**config.mk**
```make
export PLATFORM = sky130hd
export DESIGN_NAME = iar_router
export DESIGN_NICKNAME = d
export VERILOG_FILES = /design/src/hdl/iar_pkg.sv /design/src/hdl/iar_router.sv
export SDC_FILE = /design/constraint.sdc
export NUM_CORES = 1
export LEC_CHECK = 0
export BUFFER_PORTS_ARGS = -buffer_cell sky130_fd_sc_hd__buf_2
export CAP_MARGIN = 25
export CORE_ASPECT_RATIO = 0.8
export CORE_MARGIN = 8
export CORE_UTILIZATION = 47
export CTS_CLUSTER_SIZE = 8
export DETAILED_ROUTE_END_ITERATION = 10
export GPL_ROUTABILITY_DRIVEN = 0
export GPL_TIMING_DRIVEN = 0
export PLACE_DENSITY = 0.8
export SYNTH_ARGS = -nofsm -noshare
export SYNTH_HDL_FRONTEND = slang
export SYNTH_SLANG_ARGS = --single-unit
export TNS_END_PERCENT = 30
```
**constraint.sdc**
```tcl
create_clock -name mclk -period 4.3 [get_ports mclk]
set_input_delay 0.43 -clock mclk [delete_from_list [all_inputs] [get_ports mclk]]
set_output_delay 0.43 -clock mclk [all_outputs]
set_load 0.02 [all_outputs]
```
**src/hdl/iar_pkg.sv**
```systemverilog
/*
  iar_pkg: shared types and constants for the io access router.
  assumes byte addresses of 32 bits and at most four host bridges.
*/
package iar_pkg;

  //////////////////////////////////////////////////////////////////////////
  // address landmarks
  localparam logic [31:0] IAR_LOW_WIN_BASE = 32'h000A_0000;
  localparam logic [31:0] IAR_LOW_WIN_LAST = 32'h000F_FFFF;
  localparam logic [31:0] IAR_ISA_MEM_LIMIT = 32'h0100_0000;
  localparam logic [31:0] IAR_ISA_IO_LIMIT = 32'h0001_0000;
  localparam logic [1:0] IAR_FIRST_BRIDGE = 2'h0;

  //////////////////////////////////////////////////////////////////////////
  // request source and destination kinds
  typedef enum logic [1:0] {
    IAR_SRC_ISA_DMA = 2'h0,
    IAR_SRC_ISA_MASTER = 2'h1,
    IAR_SRC_PCI_MASTER = 2'h3,
    IAR_SRC_HOST_BRIDGE = 2'h2
  } iar_src_t;

  typedef enum logic [1:0] {
    IAR_DST_SYS_MEM = 2'h0,
    IAR_DST_PCI_MEM = 2'h1,
    IAR_DST_ISA_MEM = 2'h3,
    IAR_DST_IO = 2'h2
  } iar_dst_t;

  // routing verdicts
  typedef enum logic [2:0] {
    IAR_RT_NONE = 3'h0,
    IAR_RT_SYS_MEM = 3'h1,
    IAR_RT_PEER = 3'h3,
    IAR_RT_OTHER_BRIDGE = 3'h2,
    IAR_RT_ISA = 3'h6,
    IAR_RT_SUBTRACTIVE = 3'h7,
    IAR_RT_IGNORE = 3'h5
  } iar_route_t;

  //////////////////////////////////////////////////////////////////////////
  // carriers
  typedef struct packed {
    logic valid;
    iar_src_t src;
    iar_dst_t dst;
    logic [31:0] addr;
    logic addr_par;
    logic same_side;
    logic p2p_crossed;
    logic [1:0] src_bridge;
    logic [1:0] tgt_bridge;
    logic claimed;
    logic in_isa_hole;
  } iar_req_t;

  typedef struct packed {
    logic low_win_impl;
    logic low_win_en;
    logic alias_en;
    logic cross_bridge_en;
    logic [31:0] periph_mem_base;
    logic [31:0] io_region_base;
    logic [31:0] bridge_mem_base;
    logic [31:0] bridge_mem_top;
  } iar_cfg_t;

  typedef struct packed {
    logic done;
    iar_route_t route;
    logic use_alias;
    logic par_err;
    logic deny;
  } iar_res_t;

endpackage

```
**src/hdl/iar_router.sv**
```systemverilog
/*
  iar_router: decides, one request per cycle, where an io-side transfer
  may go and registers the verdict one cycle later.
  assumes requests and configuration come from logic on mclk, so no
  synchronisers; bus-level signalling lives in the bus interface units.
*/
`timescale 1ns/1ps

module iar_router
  import iar_pkg::*;
(
  // clock and reset
  input wire logic mclk,
  input wire logic nrst,
  // request and platform setup
  input wire iar_req_t req,
  input wire iar_cfg_t cfg,
  // verdict
  output iar_res_t res
);

  //////////////////////////////////////////////////////////////////////////
  // helpers

  function automatic logic in_rng(input logic [31:0] a, input logic [31:0] lo,
                                  input logic [31:0] hi);
    in_rng = (a >= lo) && (a <= hi);
  endfunction

  function automatic logic in_low_win(input logic [31:0] a, input iar_cfg_t c);
    in_low_win = c.low_win_en && in_rng(a, IAR_LOW_WIN_BASE, IAR_LOW_WIN_LAST);
  endfunction

  function automatic logic is_isa_src(input iar_src_t s);
    is_isa_src = (s == IAR_SRC_ISA_DMA) || (s == IAR_SRC_ISA_MASTER);
  endfunction

  // first bridge local range; an io base of zero wraps, setup must avoid it
  function automatic logic in_first_periph(input logic [31:0] a, input iar_cfg_t c);
    in_first_periph = in_rng(a, c.periph_mem_base, c.io_region_base - 32'h1);
  endfunction

  // isa memory spans only the lowest 16 MB
  function automatic logic below_isa_mem(input logic [31:0] a);
    below_isa_mem = a < IAR_ISA_MEM_LIMIT;
  endfunction

  //////////////////////////////////////////////////////////////////////////
  // decision

  iar_res_t res_nxt;
  logic par_calc;
  logic local_peer;

  always_comb begin
    res_nxt = '0;
    res_nxt.done = req.valid;
    res_nxt.route = IAR_RT_NONE;
    par_calc = ^req.addr;
    local_peer = 1'b0;
    if (req.src_bridge == IAR_FIRST_BRIDGE) begin
      local_peer = in_first_periph(req.addr, cfg) || in_low_win(req.addr, cfg);
    end else begin
      local_peer = in_rng(req.addr, cfg.bridge_mem_base, cfg.bridge_mem_top);
    end
    // dma also reaches the first bridge range, sys mem above 16 MB and the alias
    case (req.src)
      IAR_SRC_ISA_MASTER: begin
        case (req.dst)
          IAR_DST_PCI_MEM: begin
            // window, same side, no pci bridge
            if (cfg.low_win_impl && req.same_side && !req.p2p_crossed &&
                in_low_win(req.addr, cfg)) begin
              res_nxt.route = IAR_RT_PEER;
            end
          end
          IAR_DST_SYS_MEM: begin
            // below 16 MB, holes left out
            if (below_isa_mem(req.addr) && !in_low_win(req.addr, cfg) &&
                !req.in_isa_hole) begin
              res_nxt.route = IAR_RT_SYS_MEM;
            end
          end
          default: res_nxt.route = IAR_RT_NONE;
        endcase
      end
      IAR_SRC_ISA_DMA: begin
        case (req.dst)
          IAR_DST_PCI_MEM: begin
            // base to io base, or window
            if (req.same_side && !req.p2p_crossed &&
                (in_first_periph(req.addr, cfg) || in_low_win(req.addr, cfg))) begin
              res_nxt.route = IAR_RT_PEER;
            end
          end
          IAR_DST_SYS_MEM: begin
            res_nxt.use_alias = cfg.alias_en && below_isa_mem(req.addr);
            if (!below_isa_mem(req.addr) ||
                (!in_low_win(req.addr, cfg) && !req.in_isa_hole) ||
                res_nxt.use_alias) begin
              res_nxt.route = IAR_RT_SYS_MEM;
            end
          end
          default: res_nxt.route = IAR_RT_NONE;
        endcase
      end
      IAR_SRC_HOST_BRIDGE: begin
        if (req.dst == IAR_DST_ISA_MEM && below_isa_mem(req.addr)) begin
          res_nxt.route = IAR_RT_ISA;
        end
      end
      default: begin
        case (req.dst)
          IAR_DST_ISA_MEM: begin
            if (in_low_win(req.addr, cfg)) begin
              res_nxt.route = IAR_RT_ISA;
            end
          end
          IAR_DST_PCI_MEM: begin
            if (req.same_side && local_peer) begin
              res_nxt.route = IAR_RT_PEER;
            end else if (cfg.cross_bridge_en && req.tgt_bridge != req.src_bridge &&
                         in_rng(req.addr, cfg.bridge_mem_base, cfg.bridge_mem_top)) begin
              res_nxt.route = IAR_RT_OTHER_BRIDGE;
            end else if (!req.claimed && below_isa_mem(req.addr)) begin
              // memory below 16 MB falls to isa
              res_nxt.route = IAR_RT_SUBTRACTIVE;
            end
          end
          IAR_DST_SYS_MEM: begin
            res_nxt.route = IAR_RT_SYS_MEM;
            // window on first bridge needs alias
            if (req.src_bridge == IAR_FIRST_BRIDGE && cfg.low_win_en &&
                in_rng(req.addr, IAR_LOW_WIN_BASE, IAR_LOW_WIN_LAST)) begin
              res_nxt.use_alias = 1'b1;
              if (!cfg.alias_en) begin
                res_nxt.route = IAR_RT_NONE;
              end
            end
          end
          default: begin
            if (req.same_side) begin
              res_nxt.route = IAR_RT_IGNORE;
              res_nxt.par_err = par_calc != req.addr_par;
              // io below 64 KB falls to isa
              if (!req.claimed && req.addr < IAR_ISA_IO_LIMIT) begin
                res_nxt.route = IAR_RT_SUBTRACTIVE;
              end
            end
          end
        endcase
      end
    endcase
    // isa origin never through pci bridge
    if (is_isa_src(req.src) && req.p2p_crossed) begin
      res_nxt.route = IAR_RT_NONE;
      res_nxt.use_alias = 1'b0;
    end
    res_nxt.deny = req.valid && res_nxt.route == IAR_RT_NONE;
    if (!req.valid) begin
      res_nxt = '0;
    end
  end

  //////////////////////////////////////////////////////////////////////////
  // verdict register

  // verdict only, bus phases untouched here
  // split per concern so each field has a single owner
  logic done_r;
  logic deny_r;
  iar_route_t route_r;
  logic alias_r;
  logic par_err_r;

  // handshake: one done pulse per taken request
  always_ff @(posedge mclk) begin
    if (!nrst) begin
      done_r <= 1'b0;
      deny_r <= 1'b0;
    end else begin
      done_r <= res_nxt.done;
      deny_r <= res_nxt.deny;
    end
  end

  // routing verdict and alias choice
  always_ff @(posedge mclk) begin
    if (!nrst) begin
      route_r <= IAR_RT_NONE;
      alias_r <= 1'b0;
    end else begin
      route_r <= res_nxt.route;
      alias_r <= res_nxt.use_alias;
    end
  end

  // parity is only flagged, the transfer itself is not stopped
  always_ff @(posedge mclk) begin
    if (!nrst) begin
      par_err_r <= 1'b0;
    end else begin
      par_err_r <= res_nxt.par_err;
    end
  end

  // outputs wired straight from the flip-flops
  assign res = '{done: done_r, route: route_r, use_alias: alias_r, par_err: par_err_r,
                 deny: deny_r};

endmodule

```
==> summary.txt <==
Status
  – Outcome: finished with violations
  – Violations in the final reports: setup timing

Die
  – Die Area: about 14000 sq um
  – DIE HEIGHT: ~110 microns
  – Number of placement rows: 33
  – Placeable core region: ~10000 sq um
  – Effective utilization at floorplan: 0.481
  – Die X-Extent: about 130 microns
  – Top-level I/O count: around 190

Detailed routing
  – Post-route antenna net violation count: 0
  – Vias per inst: 5.40
  – Via total after detailed routing: 5360
  – Remaining routing DRC violations: 0
  – Detailed-router iteration count before antenna repair: 5
  – Drt wl/cell: approximately 16 microns
  – Wire length reported by the detailed router: between 15 and 20 mm
  – Number of design-rule violations left by the first detailed-router iteration: 228

Clocking
  – Clock root buffer: clkbuf_16
  – Clock Path Buffers: 2
  – Number of levels the H-tree was split into: 1
  – Clock slew at the register clock pins of the worst setup and hold paths: around 0.04 ns
  – Total number of clock tree sinks: 7
  – Clock tree from TritonCTS: yes
  – Number of buffers added by the clock tree synthesis step: 3

GRT
  – Via count of the first global-routing pass: around 5300
  – Antenna violations before repair: 0
  – Overall global routing resource usage: 0.216
  – Wire length of the first global-routing pass: between 20 and 25 mm
  – Largest net degree at the start of global routing: 10
  – Overflow after GRT: 0

Worst setup path
  – Signal arrival time at the worst endpoint: between 4 and 5 ns
  – Cells along the critical path: buf_2 -> or3_4 -> or4_4 -> or2_4 -> inv_4 -> nand2_4 -> or4_4 -> xor2_2 -> ha_1 -> nand4_1 -> nor4_4 -> nand2_1 -> o211a_1 -> a31oi_4 -> o31ai_4 -> a41oi_2 -> a221oi_2 -> a2111oi_2
  – Slowest stage cell on the critical path: or4_4
  – Critical path class: in2reg
  – Critical path required time: 4.42 ns
  – Crit path launch type: input port
  – Max FO, Critical Path: 4
  – Most repeated library cell on the critical path: or4_4
  – Sort of element at the end of the critical path: register
  – Crit path largest cell delay: 0.51 ns

Power and ir drop
  – Static power due to leakage: 3.41 nW
  – Net switching power figure: about 0.00034 W
  – Areal power density over the cells: ~130 nW/um^2
  – Flop pwr share: 0.085
  – Internal power component: 0.000457 W
  – Overall power of the completed layout: between 0.0008 and 0.0009 W
  – Part of the power in the clock network: 0.194
  – Logic gate share of total power: 0.722
  – Switching part of the total power: 0.429
  – IR drop worst, VDD: between 90 and 100 uV

STA
  – Final Cycle Share: 1.04
  – Final Hold Violating Endpoints: 0
  – Summed negative setup slack over all endpoints: -0.363 ns
  – Setup repair after global routing missed its margin: true
  – Setup ws final: -0.158 ns
  – Worst slew slack as a fraction of its limit: 0.385
  – Measured slew at the worst slew-check pin: 0.914 ns
  – Post-route minimum period: 4.46 ns
  – Number of setup violations in the final report: 3
  – Highest attainable clock frequency: ~220 MHz
  – Final-report max-slew violation count: 0

Place
  – Post-place instance area: roughly 6000 sq um
  – Count of buffers from port buffering: 185
  – Post-detailed-placement half-perimeter wirelength: between 10 and 15 mm
  – Post-placement setup slack: -0.677 ns

Synthesis
  – Post-Syn Area per Cell: 7.47 sq um
  – Register area share after synthesis: 0.0285
  – Number of enable-type register cells in the synthesized netlist: 0
  – Netlist cell types: 62
  – Flop and latch count out of synthesis: 7
  – Yosys warning total: 0
  – Share of flip-flops with an asynchronous set or reset: 0
  – Main synth FF type: dfxtp_1
  – Post-Syn Instances: 659
  – Total nets after synthesis: ~990
  – Area of the mapped netlist: 4920 sq um

Finish
  – Utilization after layout: 0.610
  – Ant diodes: 0
  – P&R area growth vs syn: 26.8%
  – Number of nets in the final layout: between 1000 and 1500
  – Proportion of layout cells with a drive suffix above 1: 0.262
  – Finished layout cell area: between 6000 and 7000 sq um

Hold path
  – Hold Path Sink: done_r
  – Cell depth of the worst hold path: 3
  – Hold Crit Start: req[45]
  – Classification of the worst-slack hold path: in2reg

Run
  – Maximum capacitance violations: 0
timing repair:
action / CTS / global route
resized for setup: 15 / 5
hold buffers: 0 / 0
pin swaps: 14 / 7
setup endpoints to repair: 4 / 4
buffers inserted: 4 / 0
cell usage in the layout (no fill, tap or decap), types with 4 or more instances in the layout:
cell type    n
a211oi_1     4
xnor2_1     32
xor2_1      15
a21oi_1     53
ha_1       155
buf_4        9
inv_1      119
o21a_1       4
nor4_1      18
o21ai_0     25
nand2b_1     4
nand4_1     27
dfxtp_1      7
buf_2      182
nor2b_1      7
nor2_1      30
a21o_1       6
a2111oi_0    6
nand2_1     42
o211ai_1     5
nor3_1      19
nand3_1     14
layout make-up:
type / instances / area, sq um
buffer: 5 / 33.8
clock buffer: 4 / 78.8
fill: 1016 / 4000
inverter: 120 / 453
multi-input combinational: 527 / 4390
sequential: 7 / 140
tap: 140 / 175
timing repair buffer: 189 / 978
kinds of logic after synthesis:
family / after synthesis / synth area share
buf+inv: 125 / 0.0983
fa+ha+maj: 155 / 0.394
xor+xnor: 48 / 0.0854
simple gates: 193 / 0.220
flops: 7 / 0.0285
compound gates: 131 / 0.174
how the worst max path moves through the flow:
stage	cells after the start	startpoint	endpoint	slack, ns
after floorplan	16	cfg[70]	deny_r	0.05
after global placement	17	cfg[70]	route_r[0]	-0.57
after detailed placement	17	cfg[70]	route_r[0]	-0.68
after CTS	17	cfg[68]	deny_r	-0.16
after global routing	19	cfg[67]	deny_r	-0.39
final	18	cfg[75]	deny_r	-0.16
critical path, delay by kind of cell:
| family | cells | cell delay [ns] |
|---|---|---|
| buffers and inverters | 2 | 0.18 |
| AOI/OAI and AO/OA | 6 | 1.21 |
| xor gates and xnor gates | 1 | 0.17 |
| and+or+nand+nor | 8 | 2.28 |
| adders and majority gates | 1 | 0.29 |
routing by layer:
metal | vias to the layer above | routed length, microns | GRT usage
met5 | - | 0 | 0
met4 | 0 | 198 | 0.0303
met3 | 16 | 1010 | 0.0208
met2 | 176 | 7490 | 0.392
met1 | 2413 | 6860 | 0.275
li1 | 2755 | - | -
power by group through the flow:
stage                     sequential [W]  clock [W]  combinational (W)
after floorplan                0.0000694          0           0.000346
after global placement         0.0000688          0           0.000544
after detailed placement       0.0000687          0           0.000559
after CTS                      0.0000678   0.000158           0.000574
after global routing           0.0000679   0.000161           0.000652
final                          0.0000678   0.000155           0.000578
flip-flops by register name, summed over array words and instances, names as in the netlist:
| register | flops |
|---|---|
| done_r | 1 |
| alias_r | 1 |
| deny_r | 1 |
| par_err_r | 1 |
| route_r | 3 |
stage by stage:
stage	std cells	hold WS, ns
2_1_floorplan	659	0.614
3_3_place_gp	984	0.749
3_5_place_dp	984	0.765
4_1_cts	992	0.532
5_1_grt	992	0.563
6_report	992	0.536
synth_stat cells, types with 4 or more instances:
| library cell | number | area share |
|---|---|---|
| or3_1 | 4 | 0.0051 |
| inv_1 | 119 | 0.091 |
| nor2b_1 | 7 | 0.0089 |
| ha_1 | 155 | 0.39 |
| nand2_1 | 42 | 0.032 |
| dfxtp_1 | 7 | 0.028 |
| buf_4 | 4 | 0.0061 |
| o21ai_0 | 25 | 0.025 |
| nand4_1 | 27 | 0.034 |
| nor4_1 | 19 | 0.024 |
| a211oi_1 | 4 | 0.0061 |
| a21o_1 | 6 | 0.0091 |
| a2111oi_0 | 6 | 0.011 |
| a221oi_1 | 5 | 0.0089 |
| o21a_1 | 4 | 0.0061 |
| nor2_1 | 30 | 0.023 |
| nand3_1 | 14 | 0.014 |
| nor3_1 | 20 | 0.020 |
| a21oi_1 | 54 | 0.055 |
| nand2b_1 | 4 | 0.0051 |
| xnor2_1 | 32 | 0.057 |
| xor2_1 | 16 | 0.028 |
| o211ai_1 | 5 | 0.0076 |
Power figures use the tool's default switching activity.
